[config.mk]
export PLATFORM = sky130hd
export DESIGN_NAME = ppb_top
export DESIGN_NICKNAME = d
export VERILOG_FILES = /design/src/pkg/ppb_pkg.sv /design/src/verilog/ppb_sync.sv /design/src/verilog/ppb_top.sv
export SDC_FILE = /design/constraint.sdc
export NUM_CORES = 1
export LEC_CHECK = 0
export ABC_AREA = 1
export BUFFER_PORTS_ARGS = -buffer_cell sky130_fd_sc_hd__buf_2
export CAP_MARGIN = 20
export CORE_MARGIN = 4
export CORE_UTILIZATION = 36
export DETAILED_ROUTE_END_ITERATION = 12
export HOLD_SLACK_MARGIN = 0.08
export SLEW_MARGIN = 20
export SYNTH_ARGS = -nofsm -noshare
export SYNTH_HDL_FRONTEND = slang
export SYNTH_HIERARCHICAL = 1
export SYNTH_SLANG_ARGS = --single-unit
[constraint.sdc]
create_clock -name clk_sys -period 5.4 [get_ports clk_sys]
set_clock_uncertainty 0.2 [all_clocks]
set_input_delay 0.27 -clock clk_sys [delete_from_list [all_inputs] [get_ports clk_sys]]
set_output_delay 0.27 -clock clk_sys [all_outputs]
set_load 0.005 [all_outputs]
[src/pkg/ppb_pkg.sv]
package ppb_pkg;

  localparam int DATA_W = 32;
  localparam int ADDR_W = 8;
  localparam int PORT_W = 8;

  // Register byte addresses
  localparam logic [7:0] ADDR_DATA_A   = 8'h00;
  localparam logic [7:0] ADDR_DATA_B   = 8'h04;
  localparam logic [7:0] ADDR_DATA_C   = 8'h08;
  localparam logic [7:0] ADDR_DATA_D   = 8'h0C;
  localparam logic [7:0] ADDR_DIR_A    = 8'h10;
  localparam logic [7:0] ADDR_DIR_B    = 8'h14;
  localparam logic [7:0] ADDR_DIR_C    = 8'h18;
  localparam logic [7:0] ADDR_OPTIONS  = 8'h1C;
  localparam logic [7:0] ADDR_EVENTS   = 8'h20;

  localparam logic [7:0] DIR_RESET     = 8'h00;
  localparam logic [7:0] DATA_RESET    = 8'h00;
  localparam logic [7:0] D_IMPL_MASK   = 8'hBF;

  // Option register fields
  localparam int OPT_IRQ_LEVEL_BIT = 8;
  localparam int OPT_PULL_LSB      = 0;

  localparam logic [1:0] RESP_OKAY   = 2'h0;
  localparam logic [1:0] RESP_SLVERR = 2'h2;

  localparam int SYNC_STAGES = 2;

endpackage

[src/verilog/ppb_sync.sv]
`timescale 1ns/10ps
module ppb_sync #(
  parameter int W = 8
) (
  input  wire logic         clk_sys,
  input  wire logic         rst,
  input  wire logic         clkEn,
  input  wire logic [W-1:0] din,
  output logic      [W-1:0] dout
);

  typedef struct packed
  {
    logic [W-1:0] meta;
    logic [W-1:0] stable;
  } ppbs_state_s;

  ppbs_state_s state_r;
  ppbs_state_s state_nxt;

  // First stage is read only by the second
  always_comb
  begin
    state_nxt = state_r;
    if (clkEn)
    begin
      state_nxt.meta   = din;
      state_nxt.stable = state_r.meta;
    end
  end

  always_ff @(posedge clk_sys or posedge rst)
  begin
    if (rst)
    begin
      state_r <= '0;
    end
    else
    begin
      state_r <= state_nxt;
    end
  end

  assign dout = state_r.stable;

endmodule

[src/verilog/ppb_top.sv]
`timescale 1ns/10ps
// Function
// - Bus clock enable toggles on every system clock that has clkEn high.
// - Each line of three bidirectional ports has a software direction bit.
// - First port lines all input after reset.
// - Second port lines all input after reset.
// - Third port lines all input after reset.
// - Second port pullup and pin interrupt share one option bit per line.
// - Eight fixed per-line options select second port pullup and interrupt.
// - Fourth port has seven input lines; bit 6 absent.
// - Input lines 0-1 go to serial unit, 2-5 to SPI unit.
// - External interrupt fixed as edge-only or edge-and-level sensitive.
// - Reset returns everything, directions included, to startup state.
module ppb_top #(
  parameter logic [7:0] PULL_OPTIONS = 8'hFF,
  parameter logic       IRQ_LEVEL    = 1'b1
) (
  input  wire logic                          clk_sys,
  input  wire logic                          rst,
  input  wire logic                          clkEn,
  // AXI4-Lite slave
  input  wire logic [ppb_pkg::ADDR_W-1:0]    s_axi_awaddr,
  input  wire logic                          s_axi_awvalid,
  output logic                               s_axi_awready,
  input  wire logic [ppb_pkg::DATA_W-1:0]    s_axi_wdata,
  input  wire logic [3:0]                    s_axi_wstrb,
  input  wire logic                          s_axi_wvalid,
  output logic                               s_axi_wready,
  output logic [1:0]                         s_axi_bresp,
  output logic                               s_axi_bvalid,
  input  wire logic                          s_axi_bready,
  input  wire logic [ppb_pkg::ADDR_W-1:0]    s_axi_araddr,
  input  wire logic                          s_axi_arvalid,
  output logic                               s_axi_arready,
  output logic [ppb_pkg::DATA_W-1:0]         s_axi_rdata,
  output logic [1:0]                         s_axi_rresp,
  output logic                               s_axi_rvalid,
  input  wire logic                          s_axi_rready,
  // Pins
  input  wire logic [7:0]                    firstPortIn,
  output logic      [7:0]                    firstPortOut,
  output logic      [7:0]                    firstPortOe,
  input  wire logic [7:0]                    secondPortIn,
  output logic      [7:0]                    secondPortOut,
  output logic      [7:0]                    secondPortOe,
  output logic      [7:0]                    secondPortPullEn,
  input  wire logic [7:0]                    thirdPortIn,
  output logic      [7:0]                    thirdPortOut,
  output logic      [7:0]                    thirdPortOe,
  input  wire logic [7:0]                    inputOnlyLines,
  input  wire logic                          irqPinN,
  output logic      [1:0]                    asyncSerialLines,
  output logic      [3:0]                    spiLines,
  output logic                               busClkEn,
  output logic                               portIrqReq,
  output logic                               extIrqReq
);

  localparam int NPB = 3;

  typedef struct packed
  {
    logic                          busPhase;
    logic [NPB-1:0][7:0]           dataOut;
    logic [NPB-1:0][7:0]           dirOut;
    logic [7:0]                    bPrev;
    logic                          irqPrev;
    logic [7:0]                    bEvents;
    logic                          extEvent;
    logic                          portIrq;
    logic                          extIrq;
    logic [1:0]                    serialOut;
    logic [3:0]                    spiOut;
    logic                          awHeld;
    logic [ppb_pkg::ADDR_W-1:0]    awAddr;
    logic                          wHeld;
    logic [ppb_pkg::DATA_W-1:0]    wData;
    logic [3:0]                    wStrb;
    logic                          bValid;
    logic [1:0]                    bResp;
    logic                          rValid;
    logic [ppb_pkg::DATA_W-1:0]    rData;
    logic [1:0]                    rResp;
  } ppb_state_s;

  ppb_state_s state_r;
  ppb_state_s state_nxt;

  logic [NPB-1:0][7:0] pinSync;
  logic [7:0]          dSync;
  logic                irqAct;
  logic [NPB-1:0][7:0] pinIn;
  logic [7:0]          pullMask;
  logic [7:0]          bFall;
  logic                irqFall;

  assign pinIn[0] = firstPortIn;
  assign pinIn[1] = secondPortIn;
  assign pinIn[2] = thirdPortIn;

  genvar gi;
  generate
    for (gi = 0; gi < NPB; gi++)
    begin : g_sync
      ppb_sync #(.W(8)) u_sync (
        .clk_sys (clk_sys),
        .rst     (rst),
        .clkEn   (clkEn),
        .din     (pinIn[gi]),
        .dout    (pinSync[gi])
      );
    end
  endgenerate

  ppb_sync #(.W(9)) u_sync_d (
    .clk_sys (clk_sys),
    .rst     (rst),
    .clkEn   (clkEn),
    .din     ({~irqPinN, inputOnlyLines}),
    .dout    ({irqAct, dSync})
  );
  // Pin inverted so a cleared synchroniser reads idle, no request after reset

  // One fixed option bit per line drives both pullup and interrupt
  assign pullMask = PULL_OPTIONS;

  // Read value of a bidirectional port: driven lines show the latch
  function automatic logic [7:0] portView(input logic [7:0] dir, input logic [7:0] lat,
                                          input logic [7:0] pin);
    portView = (dir & lat) | (~dir & pin);
  endfunction

  function automatic logic [7:0] byteMerge(input logic [7:0] old, input logic [31:0] wd,
                                           input logic [3:0] st);
    byteMerge = st[0] ? wd[7:0] : old;
  endfunction

  // Falling edges of enabled second-port inputs request an interrupt
  assign bFall   = state_r.bPrev & ~pinSync[1] & pullMask & ~state_r.dirOut[1];
  assign irqFall = ~state_r.irqPrev & irqAct;

  always_comb
  begin
    logic [7:0] ra;
    logic [7:0] wa;
    logic       wrHit;
    logic       wrOk;
    logic       rdOk;
    logic [7:0] rdByte;
    logic [31:0] rdWord;
    ra     = s_axi_araddr;
    wa     = state_r.awAddr;
    wrHit  = 1'b0;
    wrOk   = 1'b1;
    rdOk   = 1'b1;
    rdByte = 8'h00;
    rdWord = 32'h0000_0000;
    state_nxt = state_r;
    if (clkEn)
    begin
      state_nxt.busPhase = ~state_r.busPhase;
      state_nxt.bPrev    = pinSync[1];
      state_nxt.irqPrev  = irqAct;
      state_nxt.serialOut = dSync[1:0];
      state_nxt.spiOut    = dSync[5:2];
      // Edge gives a one-cycle request; level mode also holds while the pin stays low
      state_nxt.extIrq = irqFall | (IRQ_LEVEL & irqAct);
      state_nxt.portIrq = |state_r.bEvents;

      if (s_axi_awvalid && !state_r.awHeld)
      begin
        state_nxt.awHeld = 1'b1;
        state_nxt.awAddr = s_axi_awaddr;
      end
      if (s_axi_wvalid && !state_r.wHeld)
      begin
        state_nxt.wHeld = 1'b1;
        state_nxt.wData = s_axi_wdata;
        state_nxt.wStrb = s_axi_wstrb;
      end

      wrHit = state_r.awHeld && state_r.wHeld && !state_r.bValid;
      if (wrHit)
      begin
        case (wa)
          ppb_pkg::ADDR_DATA_A:
            state_nxt.dataOut[0] = byteMerge(state_r.dataOut[0], state_r.wData, state_r.wStrb);
          ppb_pkg::ADDR_DATA_B:
            state_nxt.dataOut[1] = byteMerge(state_r.dataOut[1], state_r.wData, state_r.wStrb);
          ppb_pkg::ADDR_DATA_C:
            state_nxt.dataOut[2] = byteMerge(state_r.dataOut[2], state_r.wData, state_r.wStrb);
          ppb_pkg::ADDR_DIR_A:
            state_nxt.dirOut[0] = byteMerge(state_r.dirOut[0], state_r.wData, state_r.wStrb);
          ppb_pkg::ADDR_DIR_B:
            state_nxt.dirOut[1] = byteMerge(state_r.dirOut[1], state_r.wData, state_r.wStrb);
          ppb_pkg::ADDR_DIR_C:
            state_nxt.dirOut[2] = byteMerge(state_r.dirOut[2], state_r.wData, state_r.wStrb);
          ppb_pkg::ADDR_DATA_D,
          ppb_pkg::ADDR_OPTIONS:
            wrOk = 1'b1;
          ppb_pkg::ADDR_EVENTS:
            wrOk = 1'b1;
          default:
            wrOk = 1'b0;
        endcase
        state_nxt.awHeld = 1'b0;
        state_nxt.wHeld  = 1'b0;
        state_nxt.bValid = 1'b1;
        state_nxt.bResp  = wrOk ? ppb_pkg::RESP_OKAY : ppb_pkg::RESP_SLVERR;
      end
      else if (state_r.bValid && s_axi_bready)
      begin
        state_nxt.bValid = 1'b0;
      end

      // Write-one-to-clear events; a new edge in the same cycle wins
      state_nxt.bEvents = state_r.bEvents;
      if (wrHit && wa == ppb_pkg::ADDR_EVENTS && state_r.wStrb[0])
      begin
        state_nxt.bEvents = state_r.bEvents & ~state_r.wData[7:0];
      end
      state_nxt.bEvents = state_nxt.bEvents | bFall;

      if (s_axi_arvalid && !state_r.rValid)
      begin
        case (ra)
          ppb_pkg::ADDR_DATA_A:
            rdByte = portView(state_r.dirOut[0], state_r.dataOut[0], pinSync[0]);
          ppb_pkg::ADDR_DATA_B:
            rdByte = portView(state_r.dirOut[1], state_r.dataOut[1], pinSync[1]);
          ppb_pkg::ADDR_DATA_C:
            rdByte = portView(state_r.dirOut[2], state_r.dataOut[2], pinSync[2]);
          ppb_pkg::ADDR_DATA_D:
            rdByte = dSync & ppb_pkg::D_IMPL_MASK;
          ppb_pkg::ADDR_DIR_A:
            rdByte = state_r.dirOut[0];
          ppb_pkg::ADDR_DIR_B:
            rdByte = state_r.dirOut[1];
          ppb_pkg::ADDR_DIR_C:
            rdByte = state_r.dirOut[2];
          ppb_pkg::ADDR_OPTIONS:
            rdByte = pullMask;
          ppb_pkg::ADDR_EVENTS:
            rdByte = state_r.bEvents;
          default:
            rdOk = 1'b0;
        endcase
        rdWord = {24'h00_0000, rdByte};
        if (ra == ppb_pkg::ADDR_OPTIONS)
        begin
          rdWord[ppb_pkg::OPT_IRQ_LEVEL_BIT] = IRQ_LEVEL;
        end
        state_nxt.rValid = 1'b1;
        state_nxt.rData  = rdWord;
        state_nxt.rResp  = rdOk ? ppb_pkg::RESP_OKAY : ppb_pkg::RESP_SLVERR;
      end
      else if (state_r.rValid && s_axi_rready)
      begin
        state_nxt.rValid = 1'b0;
      end
    end
  end

  // Async reset puts all directions to input and clears latches
  always_ff @(posedge clk_sys or posedge rst)
  begin
    if (rst)
    begin
      state_r <= '0;
    end
    else
    begin
      state_r <= state_nxt;
    end
  end

  assign s_axi_awready    = clkEn & ~state_r.awHeld;
  assign s_axi_wready     = clkEn & ~state_r.wHeld;
  assign s_axi_bvalid     = state_r.bValid;
  assign s_axi_bresp      = state_r.bResp;
  assign s_axi_arready    = clkEn & ~state_r.rValid;
  assign s_axi_rvalid     = state_r.rValid;
  assign s_axi_rdata      = state_r.rData;
  assign s_axi_rresp      = state_r.rResp;
  assign firstPortOut     = state_r.dataOut[0];
  assign firstPortOe      = state_r.dirOut[0];
  assign secondPortOut    = state_r.dataOut[1];
  assign secondPortOe     = state_r.dirOut[1];
  assign secondPortPullEn = pullMask;
  assign thirdPortOut     = state_r.dataOut[2];
  assign thirdPortOe      = state_r.dirOut[2];
  assign asyncSerialLines = state_r.serialOut;
  assign spiLines         = state_r.spiOut;
  assign busClkEn         = state_r.busPhase;
  assign portIrqReq       = state_r.portIrq;
  assign extIrqReq        = state_r.extIrq;

endmodule
# Word-level counts from Yosys, hierarchy flattened
# Index checks and enable logic that the tools add are counted.
# op_classes
addsub,0
n_mul,0
div_mod_pow,0
magnitude_cmp,0
n_eq_ne,16
shift,0
muxes,20
n_bitwise,29
n_reduce_logical,36
# ops
op,n
AND 8 bit,9
case mux 8 bit (9 select lines),1
"== test 8 x 5 -> 1 bit, second input constant",8
NOT 8 bit,5
2-to-1 mux 37 bit,1
"== test 8 x 4 -> 1 bit, second input constant",4
bitwise OR 8 bit,4
AND reduction 4 bit,6
OR reduction 9 bit,2
"== test 8 x 3 -> 1 bit, second input constant",2
"== test 8 x 6 -> 1 bit, second input constant",2
logical NOT 8 bit,2
2-to-1 mux 8 bit,2
AND reduction 2 bit,8
2-to-1 mux 1 bit,13
logical AND 1 bit,9
2-to-1 mux 9 bit,1
nonzero test 2 bit,4
OR reduction 8 bit,1
NOT 1 bit,6
AND 1 bit,4
logical NOT 1 bit,4
2-to-1 mux 2 bit,2
bitwise OR 1 bit,1
# totals
ff_bits,201
latchBits,0
ramBits,0
rom_bits,0
out_inout_bits,106
mem_count,0

# Depth between registers and ports, before layout
# Gate-level depths: netlist (run 1).
# depth
word_depth,7
ltp_mapped,10

# Cells and area by module
# The synthesis (run 1) kept the hierarchy.
# modules_own_cells
mod,instances,cells_per_inst,area_each_um2,seq_area_each_um2
ppb_top,1,779,6129.6,2627.5
ppb_sync (g_sync[0].u_sync ...),3,77,735.7,400.4
ppb_sync (u_sync_d),1,86,782.0,450.4

# Least setup slack after synthesis (run 1)
# OpenSTA, ideal clock, no wires.
# synth_path
path_kind,register -> register
startpoint,reg state_r (netlist bit s_axi_bvalid)
endpoint,reg state_r (netlist bit thirdPortOe[7])
arrival_ns,1.253
setup_slack_ns,3.823
path_stages_with_launch,9
n_path_buf,1
cell_sequence,dfrtp_1 -> nand3b_1 -> nor2_2 -> nand2_2 -> inv_4 -> nand2_2 -> buf_6 -> nand2_2 -> o21ai_2
# synth_between
elab_chain_cells,3
# synth_rtl
element,line,source
"start, declared",ppb_top.sv:86,ppb_state_s state_r;
"start signal, assigned",ppb_top.sv:273,state_r <= state_nxt;
logical NOT 1 bit,ppb_top.sv:182,wrHit = state_r.awHeld && state_r.wHeld && !state_r.bValid;
logical AND 1 bit,ppb_top.sv:182,
AND reduction 4 bit (no line),--,
# Every way passes these cells.
# A chain may end at the register's enable or synchronous reset.

# Final worst setup path (run 1)
# layout_path
startpoint,in s_axi_araddr[3] in the netlist's numbering
endpoint,reg state_r (netlist bit s_axi_rdata[4])
# layout_between
elab_chain_cells,2
elab_cells_between_ends,10
cone_classes,eq/ne (8); mux (1); reduce/logical (1)
# layout_rtl
element,line,source
"start, declared",ppb_top.sv:32,"input wire logic [ppb_pkg::ADDR_W-1:0] s_axi_araddr,"
"== test 8 x 6 -> 1 bit, or another cell as far along",ppb_top.sv:226,case (ra)
case mux 8 bit (9 select lines) *,ppb_top.sv:226,
# Every way passes the cells marked *; elsewhere a longest branch is shown, timed or not.

==> flow_summary.json, run 1 <==
{
  "tns_ps": 0,
  "dr.pass1.iters": 5,
  "drc": 0,
  "core_um2": 24530,
  "p_per_area_nw_per_um2": 339.0,
  "netlist_instances": 1087,
  "cts.sinks": 169,
  "clk_path_buf_depth": 2,
  "port_buffers": 137,
  "track_usage_pct": 16.65,
  "grt_pass1_wl_mm": 36.18,
  "finalHoldViolCount": 0,
  "regArea_um2": 4229,
  "max_clock_freq_mhz": 452.7,
  "yosys_warnings": 6,
  "stdcell_area_um2": 10270,
  "cp_slowest_cell": "nor2_1",
  "setup_viol": 0,
  "cts.htree.levels": 4,
  "worst_pin_slew_ps": 798.1,
  "grt_use_met2_pct": 28.29,
  "ioPinCount": 199,
  "grt_max_degree": 92,
  "vdd_drop_max_mv": 0.1641,
  "cpMostUsedCell": "nand2_1",
  "crit_path_end_kind": "register",
  "hpwl_mm": 16.77,
  "die_h_um": 166.4,
  "use_met1_pct": 21.42,
  "fill_cells": 2525,
  "rows": 57,
  "relSlewSlack_pct": 46.60,
  "cellLeakagePower_nw": 5.410,
  "post-route-period-util_pct": 40.91,
  "postRouteAntennaNets": 0,
  "hold_start": "s_axi_araddr[2]",
  "min_path_type": "in2reg",
  "rsz0062_at_grt": "false",
  "finalMaxSlewViolations": 0,
  "clk_latency_ps": 430,
  "cp_slowest_stage_delay_ps": 620,
  "initial_core_util_pct": 36.83,
  "syn_avg_cell_area_um2": 8.313,
  "rr_startpoint": "state_r[78]$_DFFE_PP0P_",
  "startpoint_type": "input pin",
  "grt_pass1_vias": 6482,
  "critPathArrivalTime_ps": 2380,
  "vias": 6778,
  "min_path_cells": 5,
  "avgRoutedWirePerCell_um": 15.22,
  "drive_gt1_share_pct": 24.58,
  "rrSetupSlack_ps": 3630,
  "post-route-min-period_ps": 2209,
  "dieArea_um2": 27700,
  "cts.clk_slew.worst_paths_ps": 70,
  "utilization_pct": 41.87,
  "status": "finished clean",
  "drtIter0Drc": 513,
  "cts_buffers": 17,
  "rr_endpoint": "state_r[97]$_DFFE_PP0P_",
  "crit_type": "in2reg",
  "reg2reg_depth": 6,
  "crit_path_cell_trace": "dlygate4sd3_1, buf_2, nand2_1, nor2_1, nand2_1, o21ai_0, inv_1, nand3_1, nand2_1, nand2_1",
  "maxCapViolations": 0,
  "area_growth_pct": 13.67,
  "clock-root-buffer": "clkbuf_16",
  "routed_wl_mm": 23.02,
  "layout.nets": 1268,
  "grt-ovfl-total": 0,
  "synthesis.area_um2": 9036,
  "cts_tree": "built",
  "crit_path_max_fanout": 13,
  "postCtsSetupRepairBufs": 0,
  "antenna_cells": 0,
  "busiest_layer": "met2",
  "hold_path_end": "s_axi_rresp[1]$_DFFE_PP0P_",
  "grt_use_met3_pct": 4.527,
  "antenna_found_initial": 0,
  "via_per_inst": 4.483,
  "place_congestion": 0.8536,
  "place_area_um2": 8994,
  "die_x_um": 166.4,
  "worstPathRequired_ps": 5570,
  "multi_input_area_um2": 3313
}
flip-flops by register name, indices dropped and copies added, names as in the netlist, 2 cells and up:
register / count
state_r: 35
g_sync.u_sync/dout: 24
g_sync.u_sync/state_r: 24
s_axi_rdata: 9
firstPortOe: 8
firstPortOut: 8
secondPortOe: 8
secondPortOut: 8
thirdPortOe: 8
thirdPortOut: 8
u_sync_d/dout: 8
u_sync_d/state_r: 8
spiLines: 4
asyncSerialLines: 2
layout by cell type, fill, tap and decap left out, types with 3 or more instances in the layout:
cell           count
a21oi_1           17
o21ai_2           32
o21ai_1           17
buf_4              4
dlygate4sd3_1     59
inv_6              6
buf_2            136
o21ai_0           26
conb_1            33
nor2_4             3
nor2_2             5
inv_1             72
nand2_2           59
bufinv_16          5
nand2_1          378
clkbuf_16         17
nor2_1            56
nand3_4            4
dfrtp_1          169
inv_8              5
nand3_1           57
o41ai_1            6
what timing repair did:
action	CTS	global route
resized for setup	0	0
hold buffers	59	0
hold endpoints to repair	176	0
where the power goes:
part	leakage (nW)	internal [mW]	switching, mW
sequential	2.13	1.42	0.106
combinational	2.96	0.176	0.391
clock	0.329	0.846	0.543
layout make-up:
cell class	instances	share of cell area [%]
Clock buffer	18	4.276
Clock inverter	14	2.217
Inverter	80	3.265
Multi-Input combinational cell	707	32.26
Sequential cell	169	41.17
Tap cell	324	3.947
Timing Repair Buffer	200	12.86
metal layers:
| layer | vias up | part of all wire [%] |
|---|---|---|
| li1 | 3391 | - |
| met1 | 3206 | 43 |
| met2 | 167 | 50 |
| met3 | 14 | 6.3 |
| met4 | 0 | 1.0 |
| met5 | - | 0 |
how the worst max path moves through the flow:
stage | to | slack, ps | startpoint | cells after the start
2_1_floorplan | asyncSerialLines[0]$_DFFE_PP0P_ | 2170 | rst | 1
3_3_place_gp | s_axi_rdata[0]$_DFFE_PP0P_ | 3200 | s_axi_araddr[0] | 10
3_5_place_dp | s_axi_rdata[4]$_DFFE_PP0P_ | 3210 | s_axi_araddr[1] | 10
4_1_cts | s_axi_rdata[4]$_DFFE_PP0P_ | 3200 | s_axi_araddr[3] | 10
5_1_grt | s_axi_rdata[4]$_DFFE_PP0P_ | 2980 | s_axi_araddr[3] | 10
6_report | s_axi_rdata[4]$_DFFE_PP0P_ | 3190 | s_axi_araddr[3] | 10
through the flow:
stage	setup WS [ps]	hold WS, ps	total power [mW]	cells
after floorplan	2169	-16.26	1.964	1118
after global placement	3196	250.3	2.077	1420
after detailed placement	3210	252.0	2.095	1420
after CTS	3202	94.77	3.527	1511
after global routing	2979	120.3	3.664	1512
final	3191	129.3	3.482	1512
worst max-delay path: cells and delay by family:
kind	cells	cell delay (ps)
buf+inv	3	760
compound gates	1	210
simple gates	6	1140
Power figures use the tool's default switching activity.
==> run 2, diff against run 1 <==
- clock period: 5.4 -> 1.9 ns (I/O delays scaled with it)
==> flow_summary.json, run 2 (same netlist as run 1, synthesis figures left out) <==
{
  "status": "finished clean",
  "finalNonFillerCells": 1561,
  "track_usage_pct": 17.63,
  "die_x_um": 166.4,
  "met1Wirelength_mm": 10.03,
  "tns_ps": 0,
  "finalHoldViolCount": 0,
  "post-route-min-period_ps": 1838,
  "crit_type": "in2reg",
  "grt_pass1_vias": 7056,
  "initial_core_util_pct": 36.83,
  "dp_slack_ps": 142.7,
  "startpoint_type": "input pin",
  "hpwl_mm": 17.12,
  "cellLeakagePower_nw": 5.570,
  "grt_max_degree": 67,
  "drtIter0Drc": 511,
  "port_buffers": 137,
  "final_common_cell": "nand2_1",
  "finalPower_mw": 9.407,
  "vias": 6997,
  "die_h_um": 166.4,
  "postRouteAntennaNets": 0,
  "dieArea_um2": 27700,
  "rows": 57,
  "p_per_area_nw_per_um2": 881.8,
  "fill_cells": 2502,
  "layout_setup_ws_ps": 61.83,
  "setup_viol": 0,
  "antenna_cells": 0,
  "routed_wl_mm": 23.68,
  "via_per_inst": 4.482,
  "critPathArrivalTime_ps": 1960,
  "top_layer": "met4",
  "area_growth_pct": 18.06,
  "layout.nets": 1317,
  "avgRoutedWirePerCell_um": 15.17,
  "placedCellCount": 1432,
  "clock-root-buffer": "clkbuf_16",
  "crit_path_max_fanout": 49,
  "grt-ovfl-total": 0,
  "stdcell_area_um2": 10670,
  "rsz0062_at_grt": "false",
  "grt_pass1_wl_mm": 38.43,
  "top_register": "state_r",
  "largest_reg_flops": 35,
  "cts.sinks": 169,
  "cts.htree.levels": 4,
  "holdWs_ps": 97.90,
  "ioPinCount": 199,
  "relSlewSlack_pct": 58.66,
  "utilization_pct": 43.48,
  "place_area_um2": 9110,
  "max_clock_freq_mhz": 544.0,
  "cts.clk_slew.worst_paths_ps": 70,
  "post-route-period-util_pct": 96.75,
  "worstPathRequired_ps": 2020,
  "cts_tree": "built",
  "vdd_drop_max_mv": 0.4638,
  "place_congestion": 0.8713,
  "drc": 0,
  "core_um2": 24530,
  "finalMaxSlewViolations": 0,
  "crit_path_end_kind": "register",
  "clk_path_buf_depth": 2,
  "clk_latency_ps": 430,
  "maxCapViolations": 0,
  "drive_gt1_share_pct": 24.66,
  "dr_wl_met3_mm": 1.751,
  "mostFrequentLayoutCells": "nand2_1, dfrtp_1, buf_2",
  "worst_pin_slew_ps": 619.5,
  "dr.pass1.iters": 5,
  "min_path_type": "in2reg",
  "met2_length_mm": 11.50,
  "cts_buffers": 17,
  "antenna_found_initial": 0
}
==> run 2: changes by cell type in the layout (fill, tap and decap cells not counted), sizes merged <==
cell | previous run | this run
dlygate4sd3 | 59 | 96
buf | 141 | 153
clkinv | 2 | 8
bufinv | 5 | 1
inv | 87 | 83
clkbuf | 18 | 19
clkinvlp | 0 | 1
==> run 2: final timing paths <==
| path | startpoint | to | slack (ps) | cells after the start |
|---|---|---|---|---|
| worst max-delay path | clkEn | s_axi_rvalid$_DFFE_PP0P_ | 60 | 7 |
| worst min-delay path | s_axi_araddr[5] | s_axi_rdata[8]$_DFFE_PP0P_ | 100 | 6 |
| worst max register to register | state_r[74]$_DFFE_PP0P_ | state_r[48]$_DFFE_PP0P_ | 110 | 5 |
| worst min register to register | busClkEn$_DFFE_PP0P_ | busClkEn$_DFFE_PP0P_ | 270 | 1 |
| max in group asynchronous | rst | state_r[80]$_DFFE_PP0P_ | 810 | 4 |
| min in group asynchronous | rst | u_sync_d/dout[5]$_DFFE_PP0P_ | 200 | 3 |
==> run 2: final cells by class <==
type                       count  area, um^2  share of cell area (%)
clock buffer                  19       442.9                   4.152
clock inverter                13       118.9                   1.114
inverter                      80       336.6                   3.155
multi-input combinational    707        3328                   31.20
sequential                   169        4229                   39.64
tap                          324       405.4                   3.800
timing repair buffer         249        1807                   16.94
==> run 2: critical path: stages <==
cell           delay [ps]
buf_4                  80
dlygate4sd3_1         590
buf_12                310
nand2_1               160
nand2_1                90
nand2_1                50
dlygate4sd3_1         550
==> run 2: timing repair <==
action | CTS | global route
setup endpoints to repair | 0 | 6
setup buffers | 0 | 0
hold buffers | 97 | 0
hold endpoints to repair | 281 | 0
resized for setup | 0 | 5
==> run 2: power breakdown <==
part / switching, mW / internal, mW / total [mW]
Clock: 1.51 / 1.85 / 3.36
Sequential: 0.302 / 4.03 / 4.34
Combinational: 1.13 / 0.577 / 1.71
==> run 2: per-layer routing <==
metal / up-vias / global-route usage (%)
met2: 176 / 28.95
met5: - / 0
met4: 0 / 4.731
met3: 24 / 5.712
li1: 3497 / -
met1: 3300 / 22.59
==> run 3, diff against run 2 <==
- BUFFER_PORTS_ARGS: -buffer_cell sky130_fd_sc_hd__buf_2 -> default
- DONT_BUFFER_PORTS: default -> 1
==> flow_summary.json, run 3 (same netlist as run 1, synthesis figures left out) <==
{
  "status": "finished clean",
  "postRouteAntennaNets": 0,
  "cts_tree": "built",
  "top_register": "state_r",
  "grt_pass1_vias": 6956,
  "cts.sinks": 169,
  "clock-root-buffer": "clkbuf_16",
  "cp-startpoint": "state_r[74]$_DFFE_PP0P_",
  "routed_wl_mm": 24.75,
  "cp_slowest_stage_delay_ps": 550,
  "hpwl_mm": 16.81,
  "placedCellCount": 1298,
  "cts.clk_slew.worst_paths_ps": 70,
  "maxCapViolations": 0,
  "drc": 0,
  "vdd_drop_max_mv": 0.4635,
  "area_growth_pct": 18.40,
  "cts_buffers": 17,
  "rr_startpoint": "state_r[74]$_DFFE_PP0P_",
  "worstPathRequired_ps": 2010,
  "reg2reg_depth": 4,
  "antenna_found_initial": 1,
  "max_clock_freq_mhz": 555.0,
  "cts.htree.levels": 4,
  "p_per_area_nw_per_um2": 902.3,
  "final_common_cell": "nand2_1",
  "finalHoldViolCount": 0,
  "drtIter0Drc": 484,
  "finalPower_mw": 9.653,
  "grt_pass1_wl_mm": 38.96,
  "avgRoutedWirePerCell_um": 16.57,
  "dr.pass1.iters": 5,
  "setup_viol": 0,
  "worst_pin_slew_ps": 608.2,
  "core_um2": 24530,
  "layout.nets": 1249,
  "drive_gt1_share_pct": 15.23,
  "clk_path_buf_depth": 2,
  "die_h_um": 166.4,
  "crit_path_max_fanout": 3,
  "ioPinCount": 199,
  "crit_path_end_kind": "register",
  "die_x_um": 166.4,
  "layout_setup_ws_ps": 98.32,
  "clk_latency_ps": 420,
  "rsz0062_at_grt": "false",
  "mostFrequentLayoutCells": "nand2_1, dfrtp_1, dlygate4sd3_1",
  "initial_core_util_pct": 36.83,
  "dp_slack_ps": 110.8,
  "grt-ovfl-total": 0,
  "finalNonFillerCells": 1494,
  "cellLeakagePower_nw": 5.233,
  "min_path_type": "in2reg",
  "rr_endpoint": "state_r[38]$_DFFE_PP0P_",
  "rrSetupSlack_ps": 100,
  "critPathArrivalTime_ps": 1910,
  "port_buffers": 0,
  "dieArea_um2": 27700,
  "largest_reg_flops": 35,
  "grt_max_degree": 58,
  "vias": 6826,
  "holdWs_ps": 110.8,
  "tns_ps": 0,
  "crit_type": "reg2reg",
  "finalMaxSlewViolations": 0,
  "post-route-min-period_ps": 1802,
  "crit_path_cell_trace": "nor2_2, nand2_2, mux2_2, dlygate4sd3_1",
  "place_congestion": 0.8568,
  "via_per_inst": 4.569,
  "cp_slowest_cell": "dlygate4sd3_1",
  "crit_end": "state_r[38]$_DFFE_PP0P_",
  "rows": 57,
  "track_usage_pct": 18.00,
  "relSlewSlack_pct": 59.41,
  "startpoint_type": "register",
  "post-route-period-util_pct": 94.83
}
## run 3: worst min-delay path by stage
stage	from	to	cells past startpoint
after floorplan	rst	g_sync[0].u_sync/dout[0]$_DFFE_PP0P_	1
after global placement	rst	firstPortOe[1]$_DFFE_PP0P_	1
after detailed placement	rst	firstPortOe[1]$_DFFE_PP0P_	1
after CTS	clkEn	busClkEn$_DFFE_PP0P_	2
after global routing	clkEn	busClkEn$_DFFE_PP0P_	2
final	s_axi_araddr[4]	s_axi_rresp[1]$_DFFE_PP0P_	6
## run 3: worst max-delay path, delay by kind of cell, from the launching register on
kind / cells / cell delay, ps
muxes: 1 / 270
and+or+nand+nor: 2 / 260
DFF: 1 / 400
buffers and inverters: 1 / 550
## run 3: final cells by class
class / count / area (um^2)
inverters: 80 / 336.6
fillers: 2442 / 13830
multi-input cells: 707 / 3323
flip-flops and latches: 169 / 4229
clock inverters: 13 / 143.9
diodes: 1 / 2.502
clock buffers: 19 / 452.9
repair buffers: 181 / 1805
well taps: 324 / 405.4
## run 3: what timing repair did
item | CTS | global route
gates resized for setup | 0 | 5
buffers inserted | 0 | 4
hold endpoints to repair | 285 | 0
hold buffers | 173 | 0
setup endpoints to repair | 0 | 44
## run 3: metrics by stage
stage	area [um^2]	util, %
final	10700	43.61
after detailed placement	8432	34.37
after CTS	10800	44.00
after floorplan	9156	-
after global routing	10700	43.61
after global placement	8432	34.37
## run 3: per-layer routing
| layer | vias up | part of all wire [%] | global-route usage, % |
|---|---|---|---|
| met1 | 3268 | 42 | 22.63 |
| met3 | 22 | 7.0 | 5.641 |
| li1 | 3369 | - | - |
| met2 | 167 | 49 | 30.27 |
| met4 | 0 | 1.7 | 4.660 |
| met5 | - | 0 | 0 |
## run 3: power by group
group | switching [mW] | internal [mW] | leakage, nW
clock network | 1.50 | 2.02 | 0.288
registers | 0.342 | 4.03 | 2.13
logic | 1.10 | 0.658 | 2.82
total | 2.94 | 6.71 | 5.23
